### config.mk
export PLATFORM = sky130hd
export DESIGN_NAME = synth_ndiv_modulator_output_regs
export DESIGN_NICKNAME = d
export VERILOG_FILES = /design/src/core/synth_cfg_pkg.sv /design/src/core/synth_ndiv_modulator_output_regs.sv
export SDC_FILE = /design/constraint.sdc
export NUM_CORES = 1
export LEC_CHECK = 0
export ABC_AREA = 0
export BUFFER_PORTS_ARGS = -buffer_cell sky130_fd_sc_hd__buf_2
export CORE_ASPECT_RATIO = 1.2
export CORE_MARGIN = 1
export CORE_UTILIZATION = 50
export DETAILED_ROUTE_END_ITERATION = 6
export PLACE_DENSITY = 0.73
export SLEW_MARGIN = 20
export SYNTH_ARGS = -nofsm -noshare
export SYNTH_HDL_FRONTEND = slang
export SYNTH_SLANG_ARGS = --single-unit
### constraint.sdc
create_clock -name ref_clk_i -period 9.3 [get_ports ref_clk_i]
set_input_delay 0.465 -clock ref_clk_i [delete_from_list [all_inputs] [get_ports ref_clk_i]]
set_output_delay 0.465 -clock ref_clk_i [all_outputs]
set_load 0.02 [all_outputs]
### src/core/synth_cfg_pkg.sv
package synth_cfg_pkg;

    // ==========================================
    // Register indices (byte address is index)
    // ==========================================
    localparam logic [7:0] FEEDBACK_DIV_UPPER_ADDR = 8'h22;
    localparam logic [7:0] FEEDBACK_DIV_LOWER_ADDR = 8'h24;
    localparam logic [7:0] SEED_ENABLE_AND_PFD_DELAY_ADDR = 8'h25;
    localparam logic [7:0] FRAC_DENOMINATOR_UPPER_ADDR = 8'h26;
    localparam logic [7:0] FRAC_DENOMINATOR_LOWER_ADDR = 8'h27;
    localparam logic [7:0] ACCUM_SEED_UPPER_ADDR = 8'h28;
    localparam logic [7:0] ACCUM_SEED_LOWER_ADDR = 8'h29;
    localparam logic [7:0] FRAC_NUMERATOR_UPPER_ADDR = 8'h2A;
    localparam logic [7:0] FRAC_NUMERATOR_LOWER_ADDR = 8'h2B;
    localparam logic [7:0] PORT_A_POWER_MODULATOR_CTRL_ADDR = 8'h2C;
    localparam logic [7:0] PORT_A_SELECT_CURRENT_PORT_B_LEVEL_ADDR = 8'h2D;
    localparam logic [7:0] PORT_B_SOURCE_SELECT_ADDR = 8'h2E;

    // ==========================================
    // Field positions
    // ==========================================
    localparam int SEED_EN_BIT = 15;
    localparam int PFD_DLY_LSB = 8;
    localparam int PORT_A_LEVEL_LSB = 8;
    localparam int PORT_B_PD_BIT = 7;
    localparam int PORT_A_PD_BIT = 6;
    localparam int MOD_RST_BIT = 5;
    localparam int MOD_ORDER_LSB = 0;
    localparam int PORT_A_SRC_LSB = 11;
    localparam int BOOST_LSB = 9;
    localparam int PORT_B_LEVEL_LSB = 0;
    localparam int PORT_B_SRC_LSB = 0;

    // ==========================================
    // Fixed constant bits of the 0x25, 0x2D and 0x2E registers
    // ==========================================
    localparam logic [15:0] SEED_PFD_FIXED = 16'h0004;
    localparam logic [15:0] PORT_A_LB_FIXED = 16'hC040;
    localparam logic [15:0] PORT_B_SRC_FIXED = 16'h07FC;

    // ==========================================
    // Reset values and the highest modulator order
    // ==========================================
    localparam logic [18:0] FB_DIV_RESET = 19'h00064;
    localparam logic [5:0] PFD_DLY_RESET = 6'h02;
    localparam logic [31:0] DEN_RESET = 32'hFFFFFFFF;
    localparam logic [31:0] NUM_RESET = 32'h00000000;
    localparam logic [31:0] SEED_RESET = 32'h00000000;
    localparam logic [5:0] LEVEL_RESET = 6'h1F;
    localparam logic [2:0] ORDER_INTEGER = 3'h0;
    localparam logic [2:0] ORDER_MAX = 3'h4;
    localparam logic SEED_EN_RESET = 1'h0;
    localparam logic PORT_A_PD_RESET = 1'h0;
    localparam logic PORT_B_PD_RESET = 1'h1;
    localparam logic MOD_RST_RESET = 1'h1;
    localparam logic [1:0] BOOST_RESET = 2'h0;

    // ==========================================
    // Output source encodings
    // ==========================================
    typedef enum logic [1:0] {
        SRC_CHAN_DIV = 2'h0,
        SRC_OSC = 2'h1,
        SRC_REF_PULSE = 2'h2,
        SRC_HIGH_Z = 2'h3
    } port_src_e;

    // ==========================================
    // Carriers
    // ==========================================
    typedef struct packed {
        logic [18:0] feedback_div;
        logic [5:0] phase_detector_delay_select;
        logic [31:0] frac_numerator;
        logic [31:0] frac_denominator;
        logic seed_apply_enable;
        logic [31:0] accumulator_seed;
        logic modulator_run;
        logic [2:0] modulator_order;
        logic integer_mode;
    } divider_cfg_s;

    typedef struct packed {
        logic powerdown;
        logic [5:0] power_level;
        port_src_e source_select;
        logic high_z;
    } port_cfg_s;

endpackage

### src/core/synth_ndiv_modulator_output_regs.sv
// Notes on behaviour
// - Feedback divide is 19 bits: top 3 in one register, low 16 two registers on; reset 100.
// - Seed-enable bit at top of its register applies the seed; reset off.
// - Each seed write adds to held seed; modulator reset clears it.
// - Modulator reset low holds modulator and ignores fractions; reset to 1.
// - Order 0 integer, 1 to 4 modulator order, 5 to 7 reserved.
// - Port A power-down: 0 active, 1 powered down; reset 0.
// - Port B power-down: 0 active, 1 powered down; reset 1.
// - Port A power level 6 bits, higher gives more power; reset 31.
// - Port A source: divider, oscillator, reserved, high impedance; reset 1.
// - Output current boost: 0 maximum, 3 none; reset 0.
// - Port B power level 6 bits; reset 31.
// - Port B source: divider, oscillator, pulse generator, high impedance.
`timescale 1ns/10ps
module synth_ndiv_modulator_output_regs #(
    parameter int ADDR_WIDTH = 8
) (
    // Clock and reset
    input wire logic ref_clk_i,
    input wire logic reset_i,
    input wire logic clk_en_i,
    // Register port
    input wire logic [ADDR_WIDTH-1:0] reg_addr_i,
    input wire logic [15:0] reg_wdata_i,
    input wire logic reg_wr_i,
    input wire logic reg_rd_i,
    output logic [15:0] reg_rdata_o,
    // Reference pulse generator state from its own block
    input wire logic ref_pulse_gen_enable_i,
    // Configuration out
    output synth_cfg_pkg::divider_cfg_s div_cfg_o,
    output synth_cfg_pkg::port_cfg_s rf_port_a_o,
    output synth_cfg_pkg::port_cfg_s rf_port_b_o,
    output logic [1:0] output_current_boost_o,
    output logic cfg_error_o
);

    // Index must reach the top register and fit the 8-bit decode
    if (ADDR_WIDTH < 6 || ADDR_WIDTH > 8) begin : g_bad_addr_width
        $error("ADDR_WIDTH must be 6 to 8");
    end

    // ==========================================
    // State
    // ==========================================
    typedef struct packed {
        logic [18:0] feedback_div;
        logic seed_apply_enable;
        logic [5:0] phase_detector_delay_select;
        logic [31:0] frac_denominator;
        logic [31:0] accumulator_seed;
        logic [31:0] frac_numerator;
        logic [5:0] port_a_power_level;
        logic port_b_powerdown;
        logic port_a_powerdown;
        logic modulator_reset_low;
        logic [2:0] modulator_order;
        logic [1:0] port_a_source_select;
        logic [1:0] output_current_boost;
        logic [5:0] port_b_power_level;
        logic [1:0] port_b_source_select;
        logic [15:0] rdata;
    } state_s;

    state_s state_reg;
    state_s state_next;
    logic [7:0] addr;
    logic [15:0] rd_word;
    logic [31:0] seed_add;

    assign addr = 8'(reg_addr_i);

    // ==========================================
    // Read mux
    // ==========================================
    always_comb begin
        rd_word = 16'h0000;
        unique case (addr)
            synth_cfg_pkg::FEEDBACK_DIV_UPPER_ADDR: begin
                rd_word = {13'h0000, state_reg.feedback_div[18:16]};
            end
            synth_cfg_pkg::FEEDBACK_DIV_LOWER_ADDR: begin
                rd_word = state_reg.feedback_div[15:0];
            end
            synth_cfg_pkg::SEED_ENABLE_AND_PFD_DELAY_ADDR: begin
                rd_word = synth_cfg_pkg::SEED_PFD_FIXED;
                rd_word[synth_cfg_pkg::SEED_EN_BIT] = state_reg.seed_apply_enable;
                rd_word[synth_cfg_pkg::PFD_DLY_LSB +: 6] = state_reg.phase_detector_delay_select;
            end
            synth_cfg_pkg::FRAC_DENOMINATOR_UPPER_ADDR: begin
                rd_word = state_reg.frac_denominator[31:16];
            end
            synth_cfg_pkg::FRAC_DENOMINATOR_LOWER_ADDR: begin
                rd_word = state_reg.frac_denominator[15:0];
            end
            synth_cfg_pkg::ACCUM_SEED_UPPER_ADDR: begin
                rd_word = state_reg.accumulator_seed[31:16];
            end
            synth_cfg_pkg::ACCUM_SEED_LOWER_ADDR: begin
                rd_word = state_reg.accumulator_seed[15:0];
            end
            synth_cfg_pkg::FRAC_NUMERATOR_UPPER_ADDR: begin
                rd_word = state_reg.frac_numerator[31:16];
            end
            synth_cfg_pkg::FRAC_NUMERATOR_LOWER_ADDR: begin
                rd_word = state_reg.frac_numerator[15:0];
            end
            synth_cfg_pkg::PORT_A_POWER_MODULATOR_CTRL_ADDR: begin
                rd_word[synth_cfg_pkg::PORT_A_LEVEL_LSB +: 6] = state_reg.port_a_power_level;
                rd_word[synth_cfg_pkg::PORT_B_PD_BIT] = state_reg.port_b_powerdown;
                rd_word[synth_cfg_pkg::PORT_A_PD_BIT] = state_reg.port_a_powerdown;
                rd_word[synth_cfg_pkg::MOD_RST_BIT] = state_reg.modulator_reset_low;
                rd_word[synth_cfg_pkg::MOD_ORDER_LSB +: 3] = state_reg.modulator_order;
            end
            synth_cfg_pkg::PORT_A_SELECT_CURRENT_PORT_B_LEVEL_ADDR: begin
                rd_word = synth_cfg_pkg::PORT_A_LB_FIXED;
                rd_word[synth_cfg_pkg::PORT_A_SRC_LSB +: 2] = state_reg.port_a_source_select;
                rd_word[synth_cfg_pkg::BOOST_LSB +: 2] = state_reg.output_current_boost;
                rd_word[synth_cfg_pkg::PORT_B_LEVEL_LSB +: 6] = state_reg.port_b_power_level;
            end
            synth_cfg_pkg::PORT_B_SOURCE_SELECT_ADDR: begin
                rd_word = synth_cfg_pkg::PORT_B_SRC_FIXED;
                rd_word[synth_cfg_pkg::PORT_B_SRC_LSB +: 2] = state_reg.port_b_source_select;
            end
            // Unmapped addresses read zero
            default: begin
                rd_word = 16'h0000;
            end
        endcase
    end

    // ==========================================
    // Next state
    // ==========================================
    always_comb begin
        state_next = state_reg;
        seed_add = 32'h00000000;
        state_next.rdata = reg_rd_i ? rd_word : 16'h0000;
        if (reg_wr_i) begin
            unique case (addr)
                synth_cfg_pkg::FEEDBACK_DIV_UPPER_ADDR: begin
                    state_next.feedback_div[18:16] = reg_wdata_i[2:0];
                end
                synth_cfg_pkg::FEEDBACK_DIV_LOWER_ADDR: begin
                    state_next.feedback_div[15:0] = reg_wdata_i;
                end
                synth_cfg_pkg::SEED_ENABLE_AND_PFD_DELAY_ADDR: begin
                    state_next.seed_apply_enable = reg_wdata_i[synth_cfg_pkg::SEED_EN_BIT];
                    state_next.phase_detector_delay_select =
                        reg_wdata_i[synth_cfg_pkg::PFD_DLY_LSB +: 6];
                end
                synth_cfg_pkg::FRAC_DENOMINATOR_UPPER_ADDR: begin
                    state_next.frac_denominator[31:16] = reg_wdata_i;
                end
                synth_cfg_pkg::FRAC_DENOMINATOR_LOWER_ADDR: begin
                    state_next.frac_denominator[15:0] = reg_wdata_i;
                end
                synth_cfg_pkg::ACCUM_SEED_UPPER_ADDR: begin
                    seed_add = {reg_wdata_i, 16'h0000};
                end
                synth_cfg_pkg::ACCUM_SEED_LOWER_ADDR: begin
                    seed_add = {16'h0000, reg_wdata_i};
                end
                synth_cfg_pkg::FRAC_NUMERATOR_UPPER_ADDR: begin
                    state_next.frac_numerator[31:16] = reg_wdata_i;
                end
                synth_cfg_pkg::FRAC_NUMERATOR_LOWER_ADDR: begin
                    state_next.frac_numerator[15:0] = reg_wdata_i;
                end
                synth_cfg_pkg::PORT_A_POWER_MODULATOR_CTRL_ADDR: begin
                    state_next.port_a_power_level = reg_wdata_i[synth_cfg_pkg::PORT_A_LEVEL_LSB +: 6];
                    state_next.port_b_powerdown = reg_wdata_i[synth_cfg_pkg::PORT_B_PD_BIT];
                    state_next.port_a_powerdown = reg_wdata_i[synth_cfg_pkg::PORT_A_PD_BIT];
                    state_next.modulator_reset_low = reg_wdata_i[synth_cfg_pkg::MOD_RST_BIT];
                    state_next.modulator_order = reg_wdata_i[synth_cfg_pkg::MOD_ORDER_LSB +: 3];
                end
                synth_cfg_pkg::PORT_A_SELECT_CURRENT_PORT_B_LEVEL_ADDR: begin
                    state_next.port_a_source_select =
                        reg_wdata_i[synth_cfg_pkg::PORT_A_SRC_LSB +: 2];
                    state_next.output_current_boost = reg_wdata_i[synth_cfg_pkg::BOOST_LSB +: 2];
                    state_next.port_b_power_level =
                        reg_wdata_i[synth_cfg_pkg::PORT_B_LEVEL_LSB +: 6];
                end
                synth_cfg_pkg::PORT_B_SOURCE_SELECT_ADDR: begin
                    state_next.port_b_source_select =
                        reg_wdata_i[synth_cfg_pkg::PORT_B_SRC_LSB +: 2];
                end
                default: begin
                    state_next.rdata = state_next.rdata;
                end
            endcase
        end
        state_next.accumulator_seed = state_reg.accumulator_seed + seed_add;
        if (!state_reg.modulator_reset_low) begin
            state_next.accumulator_seed = synth_cfg_pkg::SEED_RESET;
        end
    end

    always_ff @(posedge ref_clk_i) begin
        if (reset_i) begin
            state_reg.feedback_div <= synth_cfg_pkg::FB_DIV_RESET;
            state_reg.seed_apply_enable <= synth_cfg_pkg::SEED_EN_RESET;
            state_reg.phase_detector_delay_select <= synth_cfg_pkg::PFD_DLY_RESET;
            state_reg.frac_denominator <= synth_cfg_pkg::DEN_RESET;
            state_reg.accumulator_seed <= synth_cfg_pkg::SEED_RESET;
            state_reg.frac_numerator <= synth_cfg_pkg::NUM_RESET;
            state_reg.port_a_power_level <= synth_cfg_pkg::LEVEL_RESET;
            state_reg.port_b_powerdown <= synth_cfg_pkg::PORT_B_PD_RESET;
            state_reg.port_a_powerdown <= synth_cfg_pkg::PORT_A_PD_RESET;
            state_reg.modulator_reset_low <= synth_cfg_pkg::MOD_RST_RESET;
            state_reg.modulator_order <= synth_cfg_pkg::ORDER_INTEGER;
            state_reg.port_a_source_select <= synth_cfg_pkg::SRC_OSC;
            state_reg.output_current_boost <= synth_cfg_pkg::BOOST_RESET;
            state_reg.port_b_power_level <= synth_cfg_pkg::LEVEL_RESET;
            state_reg.port_b_source_select <= synth_cfg_pkg::SRC_OSC;
            state_reg.rdata <= 16'h0000;
        end else if (clk_en_i) begin
            state_reg <= state_next;
        end
    end

    // ==========================================
    // Outputs
    // ==========================================
    assign reg_rdata_o = state_reg.rdata;
    assign output_current_boost_o = state_reg.output_current_boost;

    always_comb begin
        div_cfg_o.feedback_div = state_reg.feedback_div;
        div_cfg_o.phase_detector_delay_select = state_reg.phase_detector_delay_select;
        div_cfg_o.frac_numerator = state_reg.modulator_reset_low ?
            state_reg.frac_numerator : 32'h00000000;
        div_cfg_o.frac_denominator = state_reg.frac_denominator;
        div_cfg_o.seed_apply_enable = state_reg.seed_apply_enable;
        div_cfg_o.accumulator_seed = state_reg.seed_apply_enable ?
            state_reg.accumulator_seed : 32'h00000000;
        div_cfg_o.modulator_run = state_reg.modulator_reset_low;
        // Reserved orders fall back to integer
        div_cfg_o.modulator_order = (state_reg.modulator_order > synth_cfg_pkg::ORDER_MAX) ?
            synth_cfg_pkg::ORDER_INTEGER : state_reg.modulator_order;
        div_cfg_o.integer_mode = (div_cfg_o.modulator_order == synth_cfg_pkg::ORDER_INTEGER);
        rf_port_a_o.powerdown = state_reg.port_a_powerdown;
        rf_port_a_o.power_level = state_reg.port_a_power_level;
        rf_port_a_o.source_select = synth_cfg_pkg::port_src_e'(state_reg.port_a_source_select);
        rf_port_a_o.high_z = (state_reg.port_a_source_select[1]);
        rf_port_b_o.powerdown = state_reg.port_b_powerdown;
        rf_port_b_o.power_level = state_reg.port_b_power_level;
        rf_port_b_o.source_select = synth_cfg_pkg::port_src_e'(state_reg.port_b_source_select);
        rf_port_b_o.high_z = (state_reg.port_b_source_select == synth_cfg_pkg::SRC_HIGH_Z) ||
            ((state_reg.port_b_source_select == synth_cfg_pkg::SRC_REF_PULSE) &&
             !ref_pulse_gen_enable_i);
        cfg_error_o = (state_reg.modulator_order > synth_cfg_pkg::ORDER_MAX) ||
            (state_reg.port_a_source_select == synth_cfg_pkg::SRC_REF_PULSE);
    end

endmodule // synth_ndiv_modulator_output_regs

==> flow_metrics.py <==
metrics = {
    "logic_synthesis": {
        "synthTopCellsByCount": "nand2_1, dfxtp_1, a21oi_1, buf_4, and2_1",
        "ys_seq_area_share_pct": 31.78,
        "yosysTopAreaCellShare_pct": 31.78,
        "yosysMostFrequentCell": "nand2_1",
        "ys_seq_elements": 162,
        "synth_fp_nets": 1338,
        "synth-main-ff-cell": "dfxtp_1",
        "yosys.area.top_type": "dfxtp_1",
        "synth-edff-count": 0,
        "ys_warn_count": 0,
        "synthTopCellsByArea": "dfxtp_1, buf_4, nand2_1",
        "synth_async_sr_flop_share_pct": 0,
        "syn-cell-area_um2": 10200,
        "synth_cell_type_count": 76,
        "syn_avg_cell_area_um2": 7.997,
        "syn_inst": 1276,
    },
    "sta": {
        "hold_violations": 0,
        "slew_violations": 0,
        "final.setup.tns_ns": 0,
        "min_period_ns": 4.194,
        "final.setup_skew_ns": 0.01008,
        "finalSetupViolations": 0,
        "rsz0062_at_grt": "false",
        "timing.fmax_ghz": 0.2385,
        "tightest_slew_ns": 1.116,
        "final.period_utilization_pct": 45.09,
        "slew_headroom_pct": 25.47,
    },
    "global_routing": {
        "antenna_found_initial": 2,
        "busiest_layer": "met2",
        "grt_usage_pct": 32.02,
        "grtUsageMet3_pct": 5.922,
        "grt_first_pass_wirelength_mm": 50.74,
        "grt_max_degree": 78,
        "grt_pass1_vias": 8596,
        "grt_util_met2_pct": 52.83,
        "overflow": 0,
        "grtUsageMet1_pct": 41.30,
    },
    "routing": {
        "ant_nets": 0,
        "vias": 9566,
        "first_pass_iters": 6,
        "routed_wl_mm": 34.04,
        "drtIter0Drc": 1060,
        "via_per_inst": 6.024,
        "wire_per_inst_um": 21.44,
        "drc": 0,
    },
    "final_layout": {
        "area_growth_pct": 8.498,
        "largest_reg_flops": 67,
        "drive_gt1_share_pct": 21.48,
        "register_area_um2": 3246,
        "multi_input_area_um2": 5827,
        "diodes": 0,
        "finalNonFillerCells": 1588,
        "nets": 1376,
        "fillers": 1890,
    },
    "flow_run": {
        "cap_violations": 0,
    },
    "floorplan": {
        "fp.dieW_um": 132.4,
        "pin_count": 196,
        "core-area_um2": 19760,
        "die-area_um2": 20980,
        "initial_core_util_pct": 51.64,
        "row_count": 56,
        "die_h_um": 158.5,
    },
    "worst_setup_path": {
        "worstPathCellList": "buf_2 > nor4b_4 > nand2_4 > nor3_2 > buf_4 > and3_1 > ha_1 > inv_1 > fa_1 > and2b_1 > o2111ai_1 > a21boi_2 > a21oi_2 > o211ai_2 > a31oi_1 > o31a_1 > xnor2_1 > a22o_1",
        "path_class": "input pin to flip-flop",
        "slowest_stage": "nor4b_4",
        "start_kind": "input pin",
        "cp.required_ns": 9.63,
        "crit_fanout": 21,
        "endpoint_kind": "flip-flop",
        "critPathBufInv": 3,
        "path_delay_family": "simple AND/OR/NAND/NOR gates",
        "cp.arrival_ns": 4.52,
        "slowest_delay_ns": 0.60,
    },
    "clock_tree": {
        "insertion_delay_ns": 0.44,
        "htreeDepth": 4,
        "numCtsBuffers": 17,
        "clkSlewWorstSetupHoldPaths_ns": 0.07,
        "cts.sinks": 162,
        "hold_buffers": 0,
        "cts-root-buf": "clkbuf_16",
        "cts_resized": 0,
        "post-cts-setup-buffers": 0,
        "clock_path_buffers": 2,
        "cts_tree": "done",
    },
    "place": {
        "hpwl_mm": 24.55,
        "port_buffers": 195,
        "gp_congestion": 0.9920,
        "dp.cells": 1556,
    },
    "worst_hold_path": {
        "worstHoldPathType": "input pin to flip-flop",
    },
    "pwr": {
        "ir_drop_mv": 0.1253,
        "p_leak_nw": 4.708,
        "cellPowerDensity_nw_per_um2": 133.8,
    },
    "status": {
        "status": "finished, final reports clean",
    },
}
## per-stage QoR
stage | util [%] | power [mW] | instance area (um^2) | setup slack, ns | hold WS, ns
detailed placement | 53.09 | 0.8004 | 10490 | 4.758 | 0.4549
floorplan | - | 0.7668 | 10200 | 5.336 | 0.4413
global route | 56.03 | 1.517 | 11070 | 4.835 | 0.3899
global placement | 53.09 | 0.7998 | 10490 | 4.882 | 0.4484
CTS | 55.97 | 1.480 | 11060 | 5.188 | 0.3731
finish | 56.03 | 1.481 | 11070 | 5.106 | 0.3850
## cell usage in the layout (no fill, tap or decap), drive strengths merged, types with 18 or more instances in the layout
| cell | count |
|---|---|
| a211o | 38 |
| a21oi | 116 |
| a22o | 19 |
| a22oi | 32 |
| and2 | 86 |
| and3 | 20 |
| buf | 205 |
| clkbuf | 18 |
| dfxtp | 162 |
| ha | 31 |
| inv | 24 |
| mux2i | 18 |
| nand2 | 198 |
| nor2 | 72 |
| nor2b | 47 |
| o21ai | 42 |
## layer usage
| metal | wire (um) | part of all wire [%] |
|---|---|---|
| met1 | 14090 | 41 |
| met2 | 15940 | 47 |
| met3 | 2806 | 8.2 |
| met4 | 1193 | 3.5 |
| met5 | 13 | 0.038 |
## cell families (layout without fill, tap and decap cells)
group / after synthesis / count (layout) / synth area share [%]
muxes: 39 / 39 / 4.525
DFF: 162 / 162 / 31.78
xor gates and xnor gates: 26 / 26 / 2.232
AOI/OAI and AO/OA: 329 / 329 / 21.78
and+or+nand+nor: 489 / 489 / 24.40
buffers and inverters: 199 / 250 / 11.28
adders and majority gates: 32 / 32 / 3.998
## report_power, final
| group | switching (mW) | internal, mW | total (mW) |
|---|---|---|---|
| clock | 0.331 | 0.363 | 0.694 |
| combinational | 0.0718 | 0.0212 | 0.0930 |
| sequential | 0.000717 | 0.694 | 0.694 |
| total | 0.403 | 1.08 | 1.48 |
## layout make-up
cell class | instances | area share, %
Clock inverter | 14 | 1.175
Clock buffer | 18 | 3.967
Inverter | 13 | 0.4408
Sequential cell | 162 | 29.32
Tap cell | 261 | 2.950
Multi-Input combinational cell | 915 | 52.63
Timing Repair Buffer | 205 | 9.516
## worst paths after layout
check                       start              to  slack [ns]  cells after the start
hold reg to reg    reg_rdata_o[2]  reg_rdata_o[2]        0.46                      2
hold / removal    reg_wdata_i[14]  div_cfg_o[122]        0.39                      3
setup reg to reg    state_reg[72]  state_reg[100]        6.27                     12
setup / recovery    reg_addr_i[4]  state_reg[100]        5.11                     18
## worst register-to-register path: stages, from the launching register on
cell and delay, ns:
dfxtp_1 0.43, ha_1 0.23, inv_1 0.06, fa_1 0.38, and2b_1 0.25, o2111ai_1 0.15, a21boi_2 0.31, a21oi_2 0.13
o211ai_2 0.22, a31oi_1 0.15, o31a_1 0.31, xnor2_1 0.12, a22o_1 0.19
No activity file was read; power rests on OpenSTA's default activity.
